## src/ctc_defs.svh

```systemverilog
// constants for the control timer counter core: offsets, fields, reset values, codes
// assumes a 32-bit APB slave port with byte addresses in the low 8 bits
`ifndef CTC_DEFS_SVH
`define CTC_DEFS_SVH

`define CTC_W             16
`define CTC_AW            8
`define CTC_NCH           2
// register byte offsets
`define CTC_OFF_CTRLA     8'h00
`define CTC_OFF_CTRLB     8'h04
`define CTC_OFF_EVCTRL    8'h08
`define CTC_OFF_DRVCTRL   8'h0c
`define CTC_OFF_WAVE      8'h10
`define CTC_OFF_INTEN     8'h14
`define CTC_OFF_FLAGS     8'h18
`define CTC_OFF_COUNT     8'h1c
`define CTC_OFF_PER       8'h20
`define CTC_OFF_CC0       8'h24
`define CTC_OFF_CC1       8'h28
`define CTC_OFF_CCBUF0    8'h2c
`define CTC_OFF_CCBUF1    8'h30
// field positions
`define CTC_EN_BIT        0
`define CTC_PRESC_LSB     1
`define CTC_DIR_BIT       0
`define CTC_ONESHOT_BIT   1
`define CTC_LUPD_BIT      2
`define CTC_CMD_LSB       4
`define CTC_ACT0_LSB      0
`define CTC_ACT1_LSB      4
`define CTC_TRGEO_BIT     8
`define CTC_MCEO_LSB      10
`define CTC_NRE_LSB       0
`define CTC_NRV_LSB       8
`define CTC_INVEN_LSB     16
`define CTC_CIRC_BIT      4
`define CTC_FL_WRAP       0
`define CTC_FL_TRG        1
`define CTC_FL_MC_LSB     2
`define CTC_FL_HALT       4
`define CTC_FL_BUFV_LSB   8
// reset values
`define CTC_PER_RST       16'hffff
// commands and event actions
`define CTC_CMD_NONE      3'h0
`define CTC_CMD_RETRIG    3'h1
`define CTC_CMD_STOP      3'h2
`define CTC_CMD_UPDATE    3'h3
`define CTC_ACT_OFF       3'h0
`define CTC_ACT_RETRIG    3'h1
`define CTC_ACT_DIR       3'h2
`define CTC_ACT_START     3'h3
`define CTC_ACT_PAUSE     3'h3
`define CTC_ACT_INC       3'h4
`define CTC_ACT_DEC       3'h4
`define CTC_ACT_COUNT     3'h5
`define CTC_ACT_FAULT     3'h7

`endif

```

## src/ctc_pkg.sv

```systemverilog
// types for the control timer counter core
// assumes ctc_defs.svh supplies the numeric constants
package ctc_pkg;
  typedef enum logic [5:0] {
    ST_IDLE  = 6'h01,
    ST_WAIT  = 6'h02,
    ST_RUN   = 6'h04,
    ST_HALT  = 6'h08,
    ST_PAUSE = 6'h10,
    ST_FAULT = 6'h20
  } ctc_state_type;

  typedef enum logic [2:0] {
    WV_TOGGLE_ON_PERIOD       = 3'h0,
    WV_TOGGLE_ON_CHANNEL_ZERO = 3'h1,
    WV_SINGLE_SLOPE_PWM       = 3'h2,
    WV_DUAL_SLOPE_TOP_IRQ     = 3'h3,
    WV_DUAL_SLOPE_BOTTOM_IRQ  = 3'h4,
    WV_DUAL_SLOPE_BOTH_IRQ    = 3'h5,
    WV_DUAL_SLOPE_SPLIT_EDGES = 3'h6
  } ctc_wave_type;
endpackage

```

## src/ctc_control_timer.sv

```systemverilog
// control timer counter core: counter, commands, event actions, two compare channels
// assumes an APB master on sys_clk and event inputs that are asynchronous to sys_clk
// Functional notes
// counting up at TOP, next tick loads zero and sets the wrap flag
// counting down at ZERO, next tick reloads TOP and sets the wrap flag
// single-pass bit set: a wrap halts counting
// software count write wins over count, clear and reload; direction changes live
// start loads ZERO or TOP unless written or halted at nonzero
// stop command drops the count, forces safe outputs, sets halted status
// pause event freezes count and waveforms until a start event or a retrigger
// retrigger while counting clears or reloads, sets retrigger flag, optional event
// retrigger while halted restarts from ZERO or TOP by direction
// retrigger action: enabling waits; each event starts or restarts
// start action: enabling waits; start or software retrigger starts; ignored while running
// count action: each input zero event steps by direction
// direction action: input one level overrides the direction bit
// increment action: input zero event always counts up
// decrement action: input one event always counts down
// fault action: event halts counter and forces safe outputs
// actions off: enabling starts counting at once
// count equal compare sets match flag at tick, with irq and event if enabled
// compare values load from shadow at update or forced update command
// seven waveform modes; TOP from channel zero compare or period value
// dual-slope updates at ZERO, both-ends also at TOP with circular; others at wrap or on a retrigger while counting
// wrap event at TOP up, ZERO down; dual-slope at ZERO, top and both also TOP
// counting events bypasses the prescaler
`timescale 1ns/100ps
`include "ctc_defs.svh"

module ctc_control_timer (
  input  wire logic                 sys_clk,
  input  wire logic                 srst,
  input  wire logic                 psel,
  input  wire logic                 penable,
  input  wire logic                 pwrite,
  input  wire logic [`CTC_AW-1:0]   paddr,
  input  wire logic [31:0]          pwdata,
  output logic      [31:0]          prdata,
  output logic                      pready,
  output logic                      pslverr,
  input  wire logic                 input_event_zero,
  input  wire logic                 input_event_one,
  output logic      [`CTC_NCH-1:0]  wave_out,
  output logic                      wrap_event,
  output logic                      retrigger_event,
  output logic      [`CTC_NCH-1:0]  channel_match_event,
  output logic      [`CTC_NCH-1:0]  channel_match_irq
);
  import ctc_pkg::*;

  localparam int W = `CTC_W;

  function automatic logic addr_ok(input logic [`CTC_AW-1:0] a);
    addr_ok = (a[1:0] == 2'h0) && (a <= `CTC_OFF_CCBUF1);
  endfunction

  function automatic logic is_dual(input ctc_wave_type m);
    is_dual = (m != WV_TOGGLE_ON_PERIOD) && (m != WV_TOGGLE_ON_CHANNEL_ZERO) &&
              (m != WV_SINGLE_SLOPE_PWM);
  endfunction

  // prescaler divide-by minus one: 1,2,4,8,16,64,256,1024
  function automatic logic [9:0] presc_limit(input logic [2:0] s);
    unique case (s)
      3'h0: presc_limit = 10'h000;
      3'h1: presc_limit = 10'h001;
      3'h2: presc_limit = 10'h003;
      3'h3: presc_limit = 10'h007;
      3'h4: presc_limit = 10'h00f;
      3'h5: presc_limit = 10'h03f;
      3'h6: presc_limit = 10'h0ff;
      3'h7: presc_limit = 10'h3ff;
    endcase
  endfunction

  logic                en_r;
  logic [2:0]          presc_sel_r;
  logic                oneshot_r;
  logic                lupd_r;
  logic                dir_r;
  logic [2:0]          act0_r;
  logic [2:0]          act1_r;
  logic                trgeo_r;
  logic [`CTC_NCH-1:0] mceo_r;
  logic [`CTC_NCH-1:0] nre_r;
  logic [`CTC_NCH-1:0] nrv_r;
  logic [`CTC_NCH-1:0] inven_r;
  ctc_wave_type        wave_r;
  logic                circ_r;
  logic [`CTC_NCH-1:0] inten_r;
  logic                wrap_flag_r;
  logic                retrigger_flag_r;
  logic [`CTC_NCH-1:0] match_flag_r;
  logic                halted_r;
  logic [`CTC_NCH-1:0] bufv_r;
  logic [W-1:0]        count_r;
  logic [W-1:0]        per_r;
  logic [W-1:0]        cc_r [`CTC_NCH];
  logic [W-1:0]        ccbuf_r [`CTC_NCH];
  logic                cnt_written_r;
  logic                safe_r;
  logic [9:0]          presc_cnt_r;
  logic [1:0]          ev_meta_r;
  logic [1:0]          ev_sync_r;
  logic [1:0]          ev_prev_r;
  logic [`CTC_NCH-1:0] wave_r_q;
  ctc_state_type       state_r;
  ctc_state_type       state_nxt;

  // bus decode: a transfer completes on the edge that sees pready high
  logic          acc;
  logic          wr;
  logic [2:0]    cmd;
  logic [1:0]    ev_pulse;
  logic          retrig;
  logic          start_ev;
  logic          pause_ev;
  logic          fault_ev;
  logic          stop_cmd;
  logic          cnt_wr;
  logic          by_events;
  logic          tick_inc;
  logic          tick_dec;
  logic          tick;
  logic          step_up;
  logic [W-1:0]  top;
  logic [W-1:0]  start_val;
  logic          dual;
  logic          run;
  logic          adv;
  logic          wrap;
  logic          ovf_hit;
  logic          upd_cond;
  logic          starting;
  logic          quiet;
  logic [`CTC_NCH-1:0] mhit;

  assign acc       = psel && penable && pready;
  assign wr        = acc && pwrite && addr_ok(paddr);
  assign cmd       = (wr && paddr == `CTC_OFF_CTRLB) ? pwdata[`CTC_CMD_LSB +: 3] : `CTC_CMD_NONE;
  assign cnt_wr    = wr && (paddr == `CTC_OFF_COUNT);
  assign ev_pulse  = ev_sync_r & ~ev_prev_r;
  assign stop_cmd  = (cmd == `CTC_CMD_STOP);
  assign retrig    = (cmd == `CTC_CMD_RETRIG) || (ev_pulse[0] && act0_r == `CTC_ACT_RETRIG) ||
                     (ev_pulse[1] && act1_r == `CTC_ACT_RETRIG);
  assign start_ev  = ev_pulse[0] && (act0_r == `CTC_ACT_START);
  assign pause_ev  = ev_pulse[1] && (act1_r == `CTC_ACT_PAUSE);
  assign fault_ev  = (ev_pulse[0] && act0_r == `CTC_ACT_FAULT) ||
                     (ev_pulse[1] && act1_r == `CTC_ACT_FAULT);
  assign quiet     = en_r && !cnt_wr && !retrig && !stop_cmd && !fault_ev && !pause_ev;

  // tick source: events replace the prescaler when counting events
  assign by_events = (act0_r == `CTC_ACT_COUNT) || (act0_r == `CTC_ACT_INC) ||
                     (act1_r == `CTC_ACT_DEC);
  assign tick_inc  = ev_pulse[0] && (act0_r == `CTC_ACT_COUNT || act0_r == `CTC_ACT_INC);
  assign tick_dec  = ev_pulse[1] && (act1_r == `CTC_ACT_DEC);
  // simultaneous forced up and down steps cancel out
  assign tick      = by_events ? (tick_inc ^ tick_dec) :
                     (presc_cnt_r == presc_limit(presc_sel_r));
  assign step_up   = (tick_inc && act0_r == `CTC_ACT_INC) ? 1'b1 :
                     tick_dec ? 1'b0 : !dir_r;
  assign top       = (wave_r == WV_TOGGLE_ON_CHANNEL_ZERO) ? cc_r[0] : per_r;
  assign start_val = dir_r ? top : {W{1'b0}};
  assign dual      = is_dual(wave_r);
  assign run       = (state_r == ST_RUN);
  assign adv       = run && tick;
  assign wrap      = adv && (step_up ? (count_r == top) : (count_r == {W{1'b0}}));
  assign ovf_hit   = wrap && (!dual || !step_up || wave_r == WV_DUAL_SLOPE_TOP_IRQ ||
                     wave_r == WV_DUAL_SLOPE_BOTH_IRQ);
  assign upd_cond  = dual ? (wrap && (!step_up || (wave_r == WV_DUAL_SLOPE_BOTH_IRQ && circ_r)))
                          : (wrap || (run && retrig));
  assign starting  = (state_r != ST_RUN) && (state_nxt == ST_RUN);

  // apb slave: one wait state, read data and error ready with pready
  always_ff @(posedge sys_clk) begin
    if (srst) begin
      pready  <= 1'b0;
      prdata  <= 32'h0;
      pslverr <= 1'b0;
    end else begin
      pready  <= psel && penable && !pready;
      pslverr <= psel && penable && !pready && !addr_ok(paddr);
      if (psel && penable && !pready && !pwrite) begin
        unique case (paddr)
          `CTC_OFF_CTRLA:   prdata <= {28'h0, presc_sel_r, en_r};
          `CTC_OFF_CTRLB:   prdata <= {29'h0, lupd_r, oneshot_r, dir_r};
          `CTC_OFF_EVCTRL:  prdata <= {20'h0, mceo_r, 1'b0, trgeo_r, 1'b0, act1_r, 1'b0, act0_r};
          `CTC_OFF_DRVCTRL: prdata <= {14'h0, inven_r, 6'h0, nrv_r, 6'h0, nre_r};
          `CTC_OFF_WAVE:    prdata <= {27'h0, circ_r, 1'b0, wave_r};
          `CTC_OFF_INTEN:   prdata <= {30'h0, inten_r};
          `CTC_OFF_FLAGS:   prdata <= {22'h0, bufv_r, 3'h0, halted_r, match_flag_r,
                                       retrigger_flag_r, wrap_flag_r};
          `CTC_OFF_COUNT:   prdata <= {16'h0, count_r};
          `CTC_OFF_PER:     prdata <= {16'h0, per_r};
          `CTC_OFF_CC0:     prdata <= {16'h0, cc_r[0]};
          `CTC_OFF_CC1:     prdata <= {16'h0, cc_r[1]};
          `CTC_OFF_CCBUF0:  prdata <= {16'h0, ccbuf_r[0]};
          `CTC_OFF_CCBUF1:  prdata <= {16'h0, ccbuf_r[1]};
          default:          prdata <= 32'h0;
        endcase
      end
    end
  end

  // configuration; event and drive controls only change while disabled
  always_ff @(posedge sys_clk) begin
    if (srst) begin
      en_r <= 1'b0; presc_sel_r <= 3'h0; oneshot_r <= 1'b0; lupd_r <= 1'b0;
      act0_r <= `CTC_ACT_OFF; act1_r <= `CTC_ACT_OFF; trgeo_r <= 1'b0; mceo_r <= '0;
      nre_r <= '0; nrv_r <= '0; inven_r <= '0;
      wave_r <= WV_TOGGLE_ON_PERIOD; circ_r <= 1'b0; inten_r <= '0; per_r <= `CTC_PER_RST;
    end else if (wr) begin
      unique case (paddr)
        `CTC_OFF_CTRLA: begin
          en_r        <= pwdata[`CTC_EN_BIT];
          presc_sel_r <= en_r ? presc_sel_r : pwdata[`CTC_PRESC_LSB +: 3];
        end
        `CTC_OFF_CTRLB: begin
          oneshot_r <= pwdata[`CTC_ONESHOT_BIT];
          lupd_r    <= pwdata[`CTC_LUPD_BIT];
        end
        `CTC_OFF_EVCTRL: if (!en_r) begin
          act0_r  <= pwdata[`CTC_ACT0_LSB +: 3];
          act1_r  <= pwdata[`CTC_ACT1_LSB +: 3];
          trgeo_r <= pwdata[`CTC_TRGEO_BIT];
          mceo_r  <= pwdata[`CTC_MCEO_LSB +: `CTC_NCH];
        end
        `CTC_OFF_DRVCTRL: if (!en_r) begin
          nre_r   <= pwdata[`CTC_NRE_LSB +: `CTC_NCH];
          nrv_r   <= pwdata[`CTC_NRV_LSB +: `CTC_NCH];
          inven_r <= pwdata[`CTC_INVEN_LSB +: `CTC_NCH];
        end
        `CTC_OFF_WAVE: begin
          // code 7 is not a mode and is ignored
          if (pwdata[2:0] != 3'h7) wave_r <= ctc_wave_type'(pwdata[2:0]);
          circ_r <= pwdata[`CTC_CIRC_BIT];
        end
        `CTC_OFF_INTEN: inten_r <= pwdata[`CTC_NCH-1:0];
        `CTC_OFF_PER:   per_r   <= pwdata[W-1:0];
        default: ;
      endcase
    end
  end

  // event inputs: two-stage synchroniser, then edge detect on the second stage
  always_ff @(posedge sys_clk) begin
    if (srst) begin
      ev_meta_r <= 2'h0; ev_sync_r <= 2'h0; ev_prev_r <= 2'h0;
    end else begin
      ev_meta_r <= {input_event_one, input_event_zero};
      ev_sync_r <= ev_meta_r;
      ev_prev_r <= ev_sync_r;
    end
  end

  // prescaler runs only while counting clock ticks
  always_ff @(posedge sys_clk) begin
    if (srst || !run || by_events || tick) presc_cnt_r <= 10'h000;
    else presc_cnt_r <= presc_cnt_r + 10'h001;
  end

  // run state
  always_comb begin
    state_nxt = state_r;
    if (!en_r) state_nxt = ST_IDLE;
    else if (fault_ev) state_nxt = ST_FAULT;
    else begin
      unique case (state_r)
        ST_IDLE: state_nxt = (act0_r == `CTC_ACT_RETRIG || act1_r == `CTC_ACT_RETRIG ||
                              act0_r == `CTC_ACT_START) ? ST_WAIT : ST_RUN;
        ST_WAIT, ST_HALT:
          if (retrig || start_ev) state_nxt = ST_RUN;
        ST_PAUSE:
          if (retrig || start_ev) state_nxt = ST_RUN;
        ST_RUN:
          if (stop_cmd) state_nxt = ST_HALT;
          else if (pause_ev) state_nxt = ST_PAUSE;
          else if (wrap && oneshot_r && !retrig) state_nxt = ST_HALT;
        ST_FAULT: state_nxt = ST_FAULT;
        default:  state_nxt = ST_IDLE;
      endcase
    end
  end

  always_ff @(posedge sys_clk) begin
    if (srst) state_r <= ST_IDLE;
    else state_r <= state_nxt;
  end

  // counter value; the software write takes priority over every other change
  always_ff @(posedge sys_clk) begin
    if (srst) count_r <= {W{1'b0}};
    else if (cnt_wr) count_r <= pwdata[W-1:0];
    else if (starting && retrig) count_r <= start_val;
    else if (starting) count_r <= (!cnt_written_r && count_r == {W{1'b0}}) ? start_val
                                                                            : count_r;
    else if (run && stop_cmd) count_r <= {W{1'b0}};
    else if (run && retrig) count_r <= start_val;
    else if (adv && !fault_ev && !pause_ev) begin
      if (wrap && !dual) count_r <= step_up ? {W{1'b0}} : top;
      else if (wrap) count_r <= step_up ? top - 16'h0001 : 16'h0001;
      else count_r <= step_up ? count_r + 16'h0001 : count_r - 16'h0001;
    end
  end

  // software-written marker consumed by the next start
  always_ff @(posedge sys_clk) begin
    if (srst || starting) cnt_written_r <= 1'b0;
    else if (cnt_wr) cnt_written_r <= 1'b1;
  end

  // direction: software, level of input one, or slope reversal in dual-slope modes
  always_ff @(posedge sys_clk) begin
    if (srst) dir_r <= 1'b0;
    else if (act1_r == `CTC_ACT_DIR && en_r) dir_r <= ev_sync_r[1];
    else if (wr && paddr == `CTC_OFF_CTRLB) dir_r <= pwdata[`CTC_DIR_BIT];
    else if (adv && wrap && dual && quiet) dir_r <= step_up;
  end

  // sticky flags: write one to clear, a coincident set wins; halted status clears at start or disable instead
  always_ff @(posedge sys_clk) begin
    if (srst) begin
      wrap_flag_r <= 1'b0; retrigger_flag_r <= 1'b0; match_flag_r <= '0; halted_r <= 1'b0;
    end else begin
      wrap_flag_r <= (wrap_flag_r && !(wr && paddr == `CTC_OFF_FLAGS && pwdata[`CTC_FL_WRAP])) ||
                     (ovf_hit && !cnt_wr);
      retrigger_flag_r <= (retrigger_flag_r &&
                           !(wr && paddr == `CTC_OFF_FLAGS && pwdata[`CTC_FL_TRG])) ||
                          (run && retrig);
      match_flag_r <= (match_flag_r &
                       ~({`CTC_NCH{wr && paddr == `CTC_OFF_FLAGS}} &
                         pwdata[`CTC_FL_MC_LSB +: `CTC_NCH])) | mhit;
      if (starting || !en_r) halted_r <= 1'b0;
      else if (run && stop_cmd) halted_r <= 1'b1;
    end
  end

  // safe state held from stop or fault until the counter starts again or is disabled
  always_ff @(posedge sys_clk) begin
    if (srst || starting || !en_r) safe_r <= 1'b0;
    else if (fault_ev || (run && stop_cmd)) safe_r <= 1'b1;
  end

  // event and interrupt request outputs
  always_ff @(posedge sys_clk) begin
    if (srst) begin
      wrap_event <= 1'b0; retrigger_event <= 1'b0;
      channel_match_event <= '0; channel_match_irq <= '0;
    end else begin
      wrap_event          <= ovf_hit;
      retrigger_event     <= run && retrig && trgeo_r;
      channel_match_event <= mhit & mceo_r;
      channel_match_irq   <= match_flag_r & inten_r;
    end
  end

  // per channel: match, shadow copy, waveform
  for (genvar i = 0; i < `CTC_NCH; i++) begin : g_ch
    logic ld;
    assign mhit[i] = adv && (count_r == cc_r[i]);
    // copies only written buffer values, at the update condition while lupd_r is clear, or at once on the update command, even mid-period
    assign ld = bufv_r[i] && ((upd_cond && !lupd_r) || cmd == `CTC_CMD_UPDATE);

    always_ff @(posedge sys_clk) begin
      if (srst) begin
        cc_r[i] <= {W{1'b0}}; ccbuf_r[i] <= {W{1'b0}}; bufv_r[i] <= 1'b0;
      end else begin
        if (wr && paddr == `CTC_OFF_CC0 + 8'(4 * i)) cc_r[i] <= pwdata[W-1:0];
        else if (ld) cc_r[i] <= ccbuf_r[i];
        if (wr && paddr == `CTC_OFF_CCBUF0 + 8'(4 * i)) begin
          ccbuf_r[i] <= pwdata[W-1:0];
          bufv_r[i]  <= 1'b1;
        end else if (ld) bufv_r[i] <= 1'b0;
      end
    end

    // waveform state freezes outside the running state, which covers pause, and clears to zero while disabled
    always_ff @(posedge sys_clk) begin
      if (srst || !en_r) wave_r_q[i] <= 1'b0;
      else if (run) begin
        unique case (wave_r)
          WV_TOGGLE_ON_PERIOD: if (mhit[i]) wave_r_q[i] <= !wave_r_q[i];
          WV_TOGGLE_ON_CHANNEL_ZERO:
            if ((i == 0) ? upd_cond : mhit[i]) wave_r_q[i] <= !wave_r_q[i];
          WV_SINGLE_SLOPE_PWM:
            if (wrap) wave_r_q[i] <= step_up;
            else if (mhit[i]) wave_r_q[i] <= !step_up;
          default: if (mhit[i]) wave_r_q[i] <= step_up;
        endcase
      end
    end

    always_ff @(posedge sys_clk) begin
      if (srst) wave_out[i] <= 1'b0;
      else if (safe_r && nre_r[i]) wave_out[i] <= nrv_r[i];
      else wave_out[i] <= wave_r_q[i] ^ inven_r[i];
    end
  end

  chk_up_wrap_zero: assert property (@(posedge sys_clk) disable iff (srst)
    (wrap && step_up && !dual && quiet) |=> (count_r == 16'h0000) && wrap_flag_r)
    else $error("up wrap did not load zero and set wrap flag");
  chk_down_reload_top: assert property (@(posedge sys_clk) disable iff (srst)
    (wrap && !step_up && !dual && quiet) |=> (count_r == $past(top)) && wrap_flag_r)
    else $error("down wrap did not reload top");
  chk_single_pass_halt: assert property (@(posedge sys_clk) disable iff (srst)
    (wrap && oneshot_r && quiet) |=> (state_r == ST_HALT) ##1 (count_r == $past(count_r)))
    else $error("single pass did not halt");
  chk_count_write_wins: assert property (@(posedge sys_clk) disable iff (srst)
    cnt_wr |=> count_r == $past(pwdata[15:0]))
    else $error("count write lost");
  chk_stop_command: assert property (@(posedge sys_clk) disable iff (srst)
    (run && stop_cmd && en_r && !fault_ev) |=> (state_r == ST_HALT) && halted_r &&
    (count_r == 16'h0000 || $past(cnt_wr)) ##2 (wave_out == ((wave_out & ~nre_r) | (nrv_r & nre_r))))
    else $error("stop did not halt into safe state");
  chk_retrig_running: assert property (@(posedge sys_clk) disable iff (srst)
    (run && retrig && !cnt_wr && !stop_cmd && !fault_ev && en_r) |=>
    (count_r == $past(start_val)) && retrigger_flag_r && (retrigger_event == $past(trgeo_r)))
    else $error("retrigger while running mishandled");
  chk_start_ignored: assert property (@(posedge sys_clk) disable iff (srst)
    (run && start_ev && quiet && !wrap) |=> state_r == ST_RUN)
    else $error("start event disturbed a running counter");
  chk_inc_forced: assert property (@(posedge sys_clk) disable iff (srst)
    (adv && tick_inc && act0_r == `CTC_ACT_INC && quiet && !wrap) |=>
    count_r == $past(count_r) + 16'h0001)
    else $error("increment action did not count up");
  chk_fault_halts: assert property (@(posedge sys_clk) disable iff (srst)
    (fault_ev && en_r) |=> (state_r == ST_FAULT) && safe_r)
    else $error("fault event did not halt");
  chk_off_starts: assert property (@(posedge sys_clk) disable iff (srst)
    (state_r == ST_IDLE && en_r && act0_r == `CTC_ACT_OFF && act1_r == `CTC_ACT_OFF) |=>
    state_r == ST_RUN)
    else $error("enable with actions off did not start");
  chk_match_flag: assert property (@(posedge sys_clk) disable iff (srst)
    mhit[0] |=> match_flag_r[0] && (channel_match_event[0] == $past(mceo_r[0])))
    else $error("match flag not set");
endmodule

```

## config.mk

```make
export PLATFORM = sky130hd
export DESIGN_NAME = ctc_control_timer
export DESIGN_NICKNAME = d
export VERILOG_FILES = /design/src/ctc_pkg.sv /design/src/ctc_control_timer.sv
export VERILOG_INCLUDE_DIRS = /design/src
export SDC_FILE = /design/constraint.sdc
export NUM_CORES = 1
export LEC_CHECK = 0
export BUFFER_PORTS_ARGS = -buffer_cell sky130_fd_sc_hd__buf_4
export CORE_UTILIZATION = 40
export DETAILED_ROUTE_END_ITERATION = 8
export GPL_TIMING_DRIVEN = 0
export SYNTH_ARGS = -nofsm -noshare
export SYNTH_HDL_FRONTEND = slang
export SYNTH_SLANG_ARGS = --single-unit
```

## constraint.sdc

```tcl
create_clock -name sys_clk -period 6.71 [get_ports sys_clk]
set_input_delay 1.0065 -clock sys_clk [delete_from_list [all_inputs] [get_ports sys_clk]]
set_output_delay 1.0065 -clock sys_clk [all_outputs]
set_load 0.02 [all_outputs]
```

# After elaboration in Yosys (flattened, before gate mapping)
# Memories as Yosys holds them, arrays and structs flattened. A register that Yosys moved wholly into a read port is not among the register bits.
# Cells that the tools add are included.
[op_classes]
add_sub_neg = 4
n_mul = 0
n_div = 0
magnitude_cmp = 1
n_eq_ne = 49
shifts = 0
mux = 79
n_bitwise = 18
reduce_logical = 133
[op_table]
columns = ["operator", "n"]
rows = [
  ["$mux 16", 20],
  ["$pmux 18 s13", 1],
  ["$logic_and 1x1->1", 63],
  ["$eq 16x16->1", 3],
  ["$mux 1", 45],
  ["$eq 8x6->1 const B", 5],
  ["$mux 6", 6],
  ["$eq 8x5->1 const B", 4],
  ["$sub 16x1->16 const B", 2],
  ["$logic_or 1x1->1", 24],
  ["$pmux 6 s4", 1],
  ["$eq 3x2->1 const B", 7],
  ["$logic_not 1->1", 19],
  ["$eq 3x3->1 const B", 6],
  ["$add 16x1->16 const B", 1],
  ["$eq 8x4->1 const B", 2],
  ["$logic_not 16->1", 1],
  ["$eq 3x1->1 const B", 4],
  ["$eq 6x3->1 const B", 2],
  ["$mux 3", 4],
  ["$reduce_and 2->1", 6],
  ["$reduce_and 3->1", 4],
  ["$add 10x1->10 const B", 1],
  ["$and 2x2->2", 5],
  ["other kinds (32)", 48],
]
[word_totals]
reg_bits = 135
latch_bits = 0
ramBits = 64
mem_bits_ro = 80
input_bits = 47
out_inout_bits = 42
elab_cells = 328
n_memories = 3
[memory_table]
columns = ["name", "depth", "word_bits", "read_ports", "rd_clocked_by_memory_dff", "wr", "line", "source"]
rows = [
  ["(no name shown)", 8, 10, 1, 1, 0, "ctc_control_timer.sv:64", "unique case (s)"],
  ["cc_r", 2, 16, 2, 0, 2, "ctc_control_timer.sv:98", "logic [W-1:0] cc_r [`CTC_NCH];"],
  ["ccbuf_r", 2, 16, 2, 0, 2, "ctc_control_timer.sv:99", "logic [W-1:0] ccbuf_r [`CTC_NCH];"],
]

# Depth between registers and ports, before layout
# Gate-level depths: netlist of run 1.
[depth]
word_depth = 22
ltp_mapped = 16
mapped_depth_nobuf = 14

# Least setup slack after synthesis of run 1
# No wires, ideal clock.
[synth_timing]
kind = "flip-flop to flip-flop"
start = "reg act1_r[2]"
end = "reg count_r[14]"
setup_time_ns = 0.091
arrival_time_ns = 3.631
t_required_ns = 6.619
path_slack_ns = 2.988
stages_incl_launch_ff = 17
n_path_buf = 2
period_less_slack_ns = 3.722
path_cell_list = "dfxtp_1 -> nor3b_1 -> a21oi_1 -> or2_1 -> clkbuf_1 -> inv_1 -> buf_4 -> ha_1 -> a211oi_1 -> nor4_1 -> or2_2 -> o21a_1 -> o311ai_0 -> a31oi_1 -> a211oi_1 -> o21ai_0 -> a311oi_1"
[synth_via]
elab_chain_cells = 19
word_cells_on_any_way = 55
classes_between = "6 x eq/ne; 23 x mux; 1 x bitwise; 25 x reduce/logical"
[synth_rtl]
columns = ["item", "line", "source"]
rows = [
  ["start, declared", "ctc_control_timer.sv:82", "logic [2:0] act1_r;"],
  ["start signal, assigned", "ctc_control_timer.sv:224", "act1_r <= pwdata[`CTC_ACT1_LSB +: 3];"],
  ["$eq 3x3->1 (no line)", "-", ""],
  ["$logic_and 1x1->1", "ctc_control_timer.sv:156", "assign tick_dec = ev_pulse[1] && (act1_r == `CTC_ACT_DEC);"],
  ["$mux 1 / $xor 1x1->1 (equally long branches)", "ctc_control_timer.sv:161, ctc_control_timer.sv:158", ""],
  ["$mux 1 (on tied branches)", "ctc_control_timer.sv:160, ctc_control_timer.sv:158", ""],
  ["$mux 1 / $logic_and 1x1->1 (equally long branches)", "ctc_control_timer.sv:167, ctc_control_timer.sv:166", ""],
  ["$logic_and 1x1->1", "ctc_control_timer.sv:167", "assign wrap = adv && (step_up ? (count_r == top) : (count_r == {W{1'b0}}));"],
  ["$logic_and 1x1->1 (2 in series)", "ctc_control_timer.sv:278", "else if (wrap && oneshot_r && !retrig) state_nxt = ST_HALT;"],
  ["$mux 6", "ctc_control_timer.sv:278", ""],
  ["[... 2 more ...]", "-", ""],
  ["$pmux 6 s4", "ctc_control_timer.sv:268", "unique case (state_r)"],
  ["$mux 6", "ctc_control_timer.sv:266", "else if (fault_ev) state_nxt = ST_FAULT;"],
  ["$mux 6", "ctc_control_timer.sv:265", "if (!en_r) state_nxt = ST_IDLE;"],
  ["$eq 6x3->1", "ctc_control_timer.sv:172", "assign starting = (state_r != ST_RUN) && (state_nxt == ST_RUN);"],
  ["$logic_and 1x1->1", "ctc_control_timer.sv:172", ""],
  ["$logic_and 1x1->1 / $mux 16 (equally long branches)", "ctc_control_timer.sv:294, ctc_control_timer.sv:295", ""],
  ["$ne 4x2->1 (no line) (tied with other cells)", "-", ""],
  ["$reduce_and 2->1 (no line) / $mux 16 (equally long branches)", "-", ""],
  ["end signal, assigned", "ctc_control_timer.sv:293", "else if (cnt_wr) count_r <= pwdata[W-1:0];"],
  ["end signal, assigned", "ctc_control_timer.sv:294", "else if (starting && retrig) count_r <= start_val;"],
  ["end signal, assigned", "ctc_control_timer.sv:295", "else if (starting) count_r <= (!cnt_written_r && count_r == {W{1'b0}}) ? start_val"],
  ["end, declared", "ctc_control_timer.sv:96", "logic [W-1:0] count_r;"],
]
# Parallel ways exist; a longest one is shown, timed or not. The select of a mux whose other input is x is not followed.
# A chain may end at the register's enable or synchronous reset.

# Worst setup path after layout of run 1
# Ends and elaborated chain as after synthesis.

==> results by group, run 1 <==
Global route
  – Pin count of the biggest net entering global routing: 25
  – GR Overflow Total: 0
  – GRT Util Overall: between 20 and 30%
  – Number of global-route vias before repair: 10500
  – First-pass GRT wire length: 64400 um
  – Antenna violations before repair: 0

Finish
  – Final net count: approximately 1500
  – Share of cells above drive strength 1: 11.5%
  – Diodes inserted: 0
  – Cell area after layout: 0.0132 mm2
  – Fill count: 2731
  – P&R area growth vs syn: 13.7%

Worst setup path
  – CP startpoint: act1_r[2]
  – R2R depth: 16
  – Startpoint Class: flip-flop
  – Critical path class: reg2reg
  – RR Startpoint: act1_r[2]
  – R2R setup slack: 1.78 ns
  – Crit path capture: count_r[14]
  – Critical path data required time: between 7 and 8 ns
  – RR Endpoint: count_r[14]
  – Worst Setup End Kind: flip-flop
  – CP max FO: 24
  – Worst Path Arrival: 5.29 ns

Job
  – Maxcap violations: 0

Yosys
  – Synth unique cells: just over 90
  – Syn Area/Cell: 8.76 um2
  – Cell taking the most area after synthesis: dfxtp_1
  – Share of the synthesized area in the top cell type: 22.1%
  – Synth area leaders: dfxtp_1, edfxtp_1, mux2i_1
  – Most frequently used flop master after synthesis: dfxtp_1
  – Sequential cell area fraction in the yosys report: 38.7%
  – Seq cells post-synth: between 150 and 200
  – Async S/R FF share, synth: 0%
  – Number of flops mapped to enable cells by yosys: between 60 and 70
  – Yosys warns: 0
  – Post-synthesis instance total: 1324
  – Cell Area, Synth: about 0.012 mm2

Power
  – Switching portion of total power: between 20 and 30%
  – Static Leak: 4.76 nW
  – Clock Power Share: around 45%
  – Psw: 0.000662 W
  – Max IR drop VDD: 0.177 mV
  – Reg power frac: 49.8%
  – PwrDens: 188 mW/mm2
  – Combinational Power Share: 5.5%
  – Internal: ~0.0018 W

STA
  – RSZ-0062 raised after global routing: no
  – Crit share post-route: between 70 and 80%
  – Max_slew headroom: 32.1%
  – Setup Viol. Count Final: 0
  – FMAX: 203 MHz
  – Setup TNS: 0 ns
  – Clock skew: 0.0168 ns
  – Pins Over Slew Limit: 0
  – Fin crit period: approximately 4.9 ns
  – Final Hold Viols: 0
  – Slew @ Worst Pin: 1.02 ns

Route
  – Vias per cell: 6.17
  – DR pass1 iterations: 7
  – Post-Route WL: 43100 um
  – DR vias: 11200
  – DRT antenna net count: 0
  – Drt wl/cell: around 24 um
  – DRC Markers: 0
  – Initial detailed-routing violation count: 1525

Clocking
  – Post-CTS setup buffer count: 0
  – Post-CTS sizing: 0
  – Num CTS Buffers: 17
  – CTS Buffer Depth: 2
  – Root buf cell: clkbuf_16
  – CTS H-Tree Depth: 4
  – Clk slew on worst S/H paths: 0.09 ns
  – Clk sinks: 192
  – # hold bufs at CTS: 0
  – Worst-skew pair later-pin latency: 0.46 ns
  – TritonCTS clock tree: done

Die
  – Die height: approximately 170 um
  – I/O pin total: 89
  – Die width: 172 um
  – Die ar.: 0.0297 mm2
  – Rows: a little over 60
  – Initial core utilization: 41.2%
  – CORE AREA: between 0.02 and 0.03 mm2

Placement
  – HPWL Detailed: 32300 um
  – I/O Buffers: 58
  – Placer Congestion: 0.991
  – Placed cell area: 0.0126 mm2

Min path
  – Worst min-delay path class: reg2reg

Run status
  – Status: complete, no violations
## how the worst min path moves through the flow
stage,to,slack (ns),depth (start not counted),start
after floorplan,ev_sync_r[0],0.41,1,ev_meta_r[0]
after global placement,ev_sync_r[0],0.42,1,ev_meta_r[0]
after detailed placement,ev_sync_r[0],0.43,1,ev_meta_r[0]
after CTS,ev_sync_r[0],0.44,1,ev_meta_r[0]
after global routing,ev_sync_r[0],0.45,1,ev_meta_r[0]
final,ev_sync_r[0],0.44,1,ev_meta_r[0]
## synthesized netlist by cell type, types with 25 or more instances
| library cell | instances |
|---|---|
| nand2_1 | 129 |
| dfxtp_1 | 128 |
| nor2_1 | 95 |
| a21oi_1 | 88 |
| clkbuf_1 | 72 |
| o21ai_0 | 67 |
| edfxtp_1 | 64 |
| nand3_1 | 57 |
| mux2i_1 | 50 |
| xnor2_1 | 38 |
| xor2_1 | 38 |
| a22o_1 | 35 |
| nor3_1 | 35 |
| and3_1 | 29 |
| nor2b_1 | 25 |
## per-layer routing
layer  up-vias  track usage, %  wire length [um]
met5         -               0                 0
met4         0            14.4              2120
met3       140            5.13              3810
met2       641            44.5             18500
met1      5258            40.2             18700
li1       5112               -                 -
## layout by cell type (no fill, tap or decap), types with 12 or more instances in the layout
cell type / n
nand2_1: 129
dfxtp_1: 128
nor2_1: 95
a21oi_1: 88
buf_4: 75
clkbuf_1: 72
o21ai_0: 67
edfxtp_1: 64
nand3_1: 57
mux2i_1: 50
xnor2_1: 38
xor2_1: 38
nor3_1: 35
a22o_1: 35
and3_1: 29
nor2b_1: 25
inv_1: 21
a221oi_1: 21
and2_1: 21
nor4_1: 20
a31oi_1: 20
clkbuf_16: 17
nand4_1: 16
ha_1: 16
a222oi_1: 15
conb_1: 14
nand2b_1: 12
a211oi_1: 12
## kinds of logic after synthesis
logic type	share of synthesized area (%)
mux	5.29
simple gates	21.9
xor+xnor	5.74
other cells	0.0323
flops	38.7
fa+ha+maj	1.90
buf+inv	5.13
compound gates	21.3
## through the flow
stage	instances	power, W	worst slack, ns	util (%)	hold slack, ns
after detailed placement	1773	0.00139	1.91	44.6	0.425
after global placement	1773	0.00139	1.99	44.6	0.422
after floorplan	1337	0.00132	2.99	-	0.414
after CTS	1805	0.00247	1.85	46.8	0.442
after global routing	1807	0.00252	1.51	46.8	0.454
final	1807	0.00248	1.78	46.8	0.441
## worst max-delay path, stage by stage (launching register included)
cell and delay, ns:
dfxtp_1 0.62, nor3b_1 0.51, a21oi_1 0.13, or2_1 0.25, clkbuf_1 0.19, inv_1 0.13
buf_4 0.32, ha_1 0.35, a211oi_1 0.47, nor4_1 0.13, or2_2 0.35, o21a_1 0.23
o311ai_0 0.53, a31oi_1 0.08, a211oi_1 0.22, o21ai_0 0.12, a311oi_1 0.21
## state kept, by name (all words and copies together) (netlist names), 3 cells and up, named ones only
name and cells:
wave_r 3, presc_cnt_r 10, per_r 16, count_r 16
cc_r 32, act0_r 3, prdata 18, state_r 6
act1_r 3, ccbuf_r 32, presc_sel_r 3
## area by class of cell
cell class                      count  area (um2)  share of cell area, %
Sequential cell                   192        4480                   34.0
Tap cell                          378         473                   3.59
Clock inverter                     14         186                   1.41
Buffer                            108         512                   3.88
Inverter                           22        82.6                  0.626
Clock buffer                       18         439                   3.33
Multi-Input combinational cell   1015        6570                   49.8
Timing Repair Buffer               60         445                   3.38
## power by group through the flow
stage               clock network [W]  logic (W)  registers (W)
floorplan                           0  0.0000627        0.00126
global placement                    0   0.000133        0.00126
detailed placement                  0   0.000133        0.00126
CTS                           0.00110   0.000134        0.00123
global route                  0.00115   0.000143        0.00124
finish                        0.00111   0.000137        0.00123
Power figures use the tool's default switching activity.
==> run 2, diff against run 1 <==
ABC_AREA = 1   (was unset)
clock period = 4.28 ns   (was 6.71 ns; I/O delays follow)
==> results by group, run 2 <==
Run status
  – Status: complete, no violations

Global route
  – Number of global-route vias before repair: 11300 (+7.6%)
  – GR Overflow Total: 0 (unchanged)
  – First-pass GRT wire length: 68500 um (+6.4%)
  – GRT Util Overall: 30.0% (+0.59 points)
  – Antenna violations before repair: 0 (unchanged)
  – Pin count of the biggest net entering global routing: 25 (unchanged)

Yosys
  – Most frequently used flop master after synthesis: dfxtp_1
  – Cell Area, Synth: 0.0119 mm2 (+2.4%)
  – Yosys warns: 0 (unchanged)
  – Syn Area/Cell: 6.82 um2 (-22%)
  – Post-synth top cells: nand2_1, nor2_1, inv_1, dfxtp_1, nand3_1
  – Post-synthesis instance total: 1742 (+32%)
  – Share of the synthesized area in the top cell type: 21.6% (-0.52 points)
  – Synth unique cells: 56 (-38%)
  – Async S/R FF share, synth: 0% (unchanged)
  – Number of flops mapped to enable cells by yosys: 64 (unchanged)
  – Cell taking the most area after synthesis: dfxtp_1
  – Synth area leaders: dfxtp_1, edfxtp_1, nand2_1
  – Top-count cell post-synth: nand2_1
  – Sequential cell area fraction in the yosys report: 37.8% (-0.91 points)
  – Seq cells post-synth: 192 (unchanged)

Finish
  – Fill count: 2997 (+9.7%)
  – Cell area after layout: 0.0135 mm2 (+2.3%)
  – Top flop regs: cc_r x32, ccbuf_r x32, prdata x18
  – Final core utilization: 46.6% (-0.20 points)
  – P&R area growth vs syn: 13.6%
  – Most frequent cells in the layout: nand2_1, nor2_1, inv_1
  – Most common cell after layout, fill and taps aside: nand2_1
  – Diodes inserted: 0 (unchanged)
  – Final net count: 1900 (+28%)
  – Share of cells above drive strength 1: 8.76% (-2.8 points)

Min path
  – Worst min-delay path class: in2reg
  – Hold path cells: 3 (+2)

Power
  – Max IR drop VDD: 0.260 mV (+47%)
  – PwrDens: 278 mW/mm2 (+48%)
  – Static Leak: 5.97 nW (+25%)

Job
  – Maxcap violations: 0 (unchanged)

Worst setup path
  – CP max FO: 16 (-33%)
  – R2R depth: 18 (+2)
  – Max incr delay on CP: 0.55 ns (-0.07 ns)
  – R2R setup slack: 0.30 ns (-1.48 ns)
  – Startpoint Class: flip-flop
  – CP dominant cell by count: nand2_1
  – Worst Path Arrival: 4.06 ns (-1.23 ns)
  – Crit-path cells: buf_4 > clkbuf_1 > nand3_1 > nand3_1 > nand2_1 > nor2_1 > nand2_1 > nor2_2 > nand2_1 > nand2_4 > nand2_1 > inv_1 > nand2_1 > o21ai_2 > nand2_1 > nand2_1 > nand2_1 > nand2_1
  – Critical path data required time: 4.35 ns (-2.72 ns)
  – Worst Setup End Kind: flip-flop
  – Crit-path slowest cell: nand2_1
  – Critical path class: reg2reg

STA
  – RSZ-0062 raised after global routing: no
  – Worst setup margin: 0.296 ns (-1.48 ns)
  – FMAX: 251 MHz (+24%)
  – Slew @ Worst Pin: 1.00 ns (-0.0176 ns)
  – Setup Viol. Count Final: 0 (unchanged)
  – Final Hold Viols: 0 (unchanged)
  – Crit share post-route: 93.1% (+20 points)
  – Max_slew headroom: 33.1% (+0.93 points)
  – Pins Over Slew Limit: 0 (unchanged)
  – Fin crit period: 3.98 ns (-0.947 ns)
  – Clock skew: 0.0122 ns (-0.00467 ns)

Die
  – CORE AREA: 0.0289 mm2 (+2.7%)
  – Rows: 62 (+1.6%)
  – Die width: 174 um (+1.2%)
  – Initial core utilization: 41.0% (-0.13 points)
  – I/O pin total: 89 (unchanged)
  – Die ar.: 0.0304 mm2 (+2.4%)
  – Die height: 174 um (+1.2%)

Route
  – DR vias: 12300 (+10%)
  – Post-Route WL: 45300 um (+5.0%)
  – DRT antenna net count: 0 (unchanged)
  – DRC Markers: 0 (unchanged)
  – Drt wl/cell: 20.3 um (-15%)
  – DR pass1 iterations: 6 (-1)
  – Initial detailed-routing violation count: 1361 (-11%)
  – Vias per cell: 5.52 (-11%)

Clocking
  – CTS Buffer Depth: 2 (unchanged)
  – Worst-skew pair later-pin latency: 0.45 ns (about the same)
  – Root buf cell: clkbuf_16
  – TritonCTS clock tree: done
  – CTS H-Tree Depth: 4 (unchanged)
  – # hold bufs at CTS: 0 (unchanged)
  – Num CTS Buffers: 17 (unchanged)
  – Clk sinks: 192 (unchanged)
  – Clk slew on worst S/H paths: 0.08 ns (about the same)

Placement
  – Placer Congestion: 0.965 (-2.6%)
  – Placed cell area: 0.0129 mm2 (+2.5%)
  – Placement Setup Slack: -1.01 ns (-2.91 ns)
  – I/O Buffers: 60 (+3.4%)
  – HPWL Detailed: 36400 um (+12%)
## run 2: metal layers
metal  track usage (%)  part of all wire, %  up-vias
met2              47.7                   45      559
met5                 0                    0        -
li1                  -                    -     5950
met3              3.83                  7.6       87
met4              10.1                  3.3        0
met1              41.7                   44     5724
## run 2: path summary, 6_finish.rpt
path	startpoint	endpoint
min	input_event_zero	ev_meta_r[0]
max reg2reg	wave_r[0]	cc_r[0][2]
min reg2reg	ev_meta_r[1]	ev_sync_r[1]
max	wave_r[0]	cc_r[0][2]
## run 2: cell type report
| cell class | count | area, um2 | share of cell area [%] |
|---|---|---|---|
| buffer | 70 | 378 | 2.80 |
| clock buffer | 18 | 429 | 3.18 |
| clock inverter | 14 | 164 | 1.21 |
| inverter | 223 | 843 | 6.25 |
| multi-input combinational | 1269 | 6240 | 46.2 |
| sequential | 192 | 4480 | 33.2 |
| tap | 384 | 480 | 3.56 |
| timing repair buffer | 63 | 473 | 3.51 |
## run 2: logic make-up (layout without fill, tap and decap cells)
group / after synthesis / count (layout) / synth area share [%]
buffers and inverters: 294 / 388 / 10.2
AO/OA/AOI/OAI: 323 / 323 / 15.9
adder cells (fa/ha/maj): 17 / 17 / 1.85
flip-flops: 192 / 192 / 37.8
AND/OR/NAND/NOR: 873 / 873 / 31.2
XOR/XNOR: 42 / 42 / 3.10
other: 1 / 14 / 0.0316
## run 2: where the power goes
group | switching, W | total, W | internal (W)
Clock | 0.000834 | 0.00165 | 0.000813
Sequential | 0.0000185 | 0.00192 | 0.00190
Combinational | 0.000132 | 0.000182 | 0.0000506
## run 2: metrics by stage
step	total power, W	TNS (ns)	cells	hold slack (ns)
6_report	0.00375	0	2233	0.398
5_1_grt	0.00384	0	2233	0.410
4_1_cts	0.00376	0	2231	0.394
3_5_place_dp	0.00214	-7.26	2200	0.402
3_3_place_gp	0.00214	-8.26	2199	0.391
2_1_floorplan	0.00204	0	1755	0.388
## run 2: what timing repair did
| action | 4_1_cts | 5_1_grt |
|---|---|---|
| resized for setup | 3 | 4 |
| buffers inserted | 0 | 2 |
| endpoints found under the setup margin | 13 | 3 |
| pin swaps | 0 | 0 |
## run 2: critical path: cells and delay by family (launching register included)
kind,cells,cell delay (ns)
flops,1,0.35
compound gates,1,0.11
simple gates,14,2.25
buf+inv,3,0.89
==> run 3, diff against run 2 <==
RECOVER_POWER = 100   (was unset)
==> results by group, run 3 (synthesis results as in run 2) <==
Worst setup path
  – CP max FO: 10 (-6)
  – R2R setup slack: 0.19 ns (-0.11 ns)
  – Max incr delay on CP: 0.41 ns (-0.14 ns)
  – Worst Setup End Kind: flip-flop
  – Startpoint Class: flip-flop
  – Crit-path slowest cell: dfxtp_1
  – Crit-path cells: inv_1 > nand4_1 > nor2_1 > nand3_1 > and2_1 > nor2_4 > nand3_1 > nand2_1 > a22oi_1 > o21ai_1 > nand3_1 > clkbuf_1 > o22ai_1
  – Critical path data required time: 4.56 ns (+0.21 ns)
  – Critical path class: reg2reg
  – CP dominant cell by count: nand3_1
  – Worst Path Arrival: 4.37 ns (+0.31 ns)

Min path
  – Worst min-delay path class: in2reg

STA
  – Crit share post-route: 95.6% (+2.5 points)
  – Slew @ Worst Pin: 1.60 ns (+0.598 ns)
  – Setup Viol. Count Final: 0 (unchanged)
  – Setup TNS: 0 ns (unchanged)
  – Fin crit period: 4.09 ns (+0.106 ns)
  – Clock skew: 0.0139 ns (+0.00173 ns)
  – Min Hold Slack: 0.401 ns (+0.00374 ns)
  – FMAX: 245 MHz (-2.6%)
  – Max_slew headroom: -7.29% (-40 points)
  – Final Hold Viols: 0 (unchanged)
  – RSZ-0062 raised after global routing: no
  – Pins Over Slew Limit: 17 (+17)

Clocking
  – Clk sinks: 192 (unchanged)
  – CTS Buffer Depth: 2 (unchanged)
  – TritonCTS clock tree: done
  – # hold bufs at CTS: 0 (unchanged)
  – CTS H-Tree Depth: 4 (unchanged)
  – Num CTS Buffers: 17 (unchanged)
  – Worst-skew pair later-pin latency: 0.44 ns (about the same)
  – Root buf cell: clkbuf_16
  – Clk slew on worst S/H paths: 0.08 ns (about the same)

Route
  – DR pass1 iterations: 7 (+1)
  – Vias per cell: 5.48 (-0.66%)
  – Drt wl/cell: 20.2 um (-0.35%)
  – Initial detailed-routing violation count: 1388 (+2.0%)
  – DR vias: 12200 (-0.66%)
  – Post-Route WL: 45100 um (-0.35%)
  – DRC Markers: 0 (unchanged)
  – DRT antenna net count: 0 (unchanged)

Finish
  – Top flop regs: cc_r x32, ccbuf_r x32, prdata x18
  – Share of cells above drive strength 1: 6.71% (-2.1 points)
  – Fill count: 3037 (+1.3%)
  – Final core utilization: 46.1% (-0.48 points)
  – P&R area growth vs syn: 12.4%
  – Final net count: 1900 (unchanged)
  – Cell area after layout: 0.0134 mm2 (-1.0%)
  – Most common cell after layout, fill and taps aside: nand2_1
  – Diodes inserted: 0 (unchanged)
  – Most frequent cells in the layout: nand2_1, nor2_1, inv_1

Power
  – Static Leak: 5.83 nW (-2.3%)
  – Max IR drop VDD: 0.260 mV (+0.15%)
  – Switching portion of total power: 26.2% (-0.084 points)
  – Reg power frac: 51.3% (about the same)
  – Psw: 0.000980 W (-0.50%)
  – Clock Power Share: 43.9% (about the same)
  – Internal: 0.00276 W (about the same)
  – Combinational Power Share: 4.8% (about the same)
  – PwrDens: 280 mW/mm2 (+0.87%)
  – Total Power: 0.00374 W (-0.18%)

Global route
  – First-pass GRT wire length: 68500 um (unchanged)
  – GR Overflow Total: 0 (unchanged)
  – GRT Util Overall: 30.0% (unchanged)
  – Pin count of the biggest net entering global routing: 25 (unchanged)
  – Number of global-route vias before repair: 11300 (unchanged)
  – Antenna violations before repair: 0 (unchanged)

Die
  – Die width: 174 um (unchanged)
  – Die height: 174 um (unchanged)
  – Die ar.: 0.0304 mm2 (unchanged)
  – Rows: 62 (unchanged)
  – I/O pin total: 89 (unchanged)
  – Initial core utilization: 41.0% (unchanged)
  – CORE AREA: 0.0289 mm2 (unchanged)

Run status
  – Status: finished, violations left
  – Failing checks: capacitance limit, slew limit

Placement
  – HPWL Detailed: 36400 um (unchanged)
  – Placed cell area: 0.0129 mm2 (unchanged)
  – Placer Congestion: 0.965 (unchanged)
  – I/O Buffers: 60 (unchanged)

Job
  – Maxcap violations: 1 (+1)
## run 3: worst max-delay path, delay by kind of cell (launching register included)
kind | cells | cell delay, ns
buffers and inverters | 2 | 0.70
AND/OR/NAND/NOR | 8 | 1.99
flip-flops | 1 | 0.41
AO/OA/AOI/OAI | 3 | 0.81
## run 3: stage by stage
step	cells	worst slack, ns
6_report	2233	0.190
5_1_grt	2233	0.0105
4_1_cts	2231	0.0680
3_5_place_dp	2200	-1.01
3_3_place_gp	2199	-1.05
2_1_floorplan	1755	0.617
## run 3: area by class of cell
cell class	count	area [um2]	area share, %
clock buffers	18	429	3.21
multi-input cells	1269	6220	46.6
flip-flops and latches	192	4480	33.6
repair buffers	63	357	2.67
plain buffers	70	373	2.79
clock inverters	14	164	1.23
inverters	223	843	6.32
well taps	384	480	3.60
## run 3: what timing repair did
item | CTS | global route
setup buffers | 0 | 2
endpoints found under the setup margin | 13 | 3
resized for setup | 3 | 4
## run 3: worst paths after layout
kind / startpoint / to / cells after the start
min reg2reg: ev_meta_r[1] / ev_sync_r[1] / 2
max reg2reg: count_r[0] / cc_r[0][8] / 13
max: count_r[0] / cc_r[0][8] / 13
min: input_event_zero / ev_meta_r[0] / 3
## run 3: layer usage
metal / GRT usage, % / share of wire, % / vias to the layer above
met1: 41.7 / 44 / 5658
met4: 10.1 / 3.0 / 0
met5: 0 / 0 / -
met3: 3.83 / 8.0 / 72
li1: - / - / 5945
met2: 47.7 / 45 / 564
## run 3: power groups by stage
stage | Clock [W] | Combinational, W | Sequential, W
after floorplan | 0 | 0.0000895 | 0.00195
after global placement | 0 | 0.000177 | 0.00196
after detailed placement | 0 | 0.000178 | 0.00196
after CTS | 0.00166 | 0.000178 | 0.00192
after global routing | 0.00173 | 0.000189 | 0.00192
final | 0.00164 | 0.000179 | 0.00192
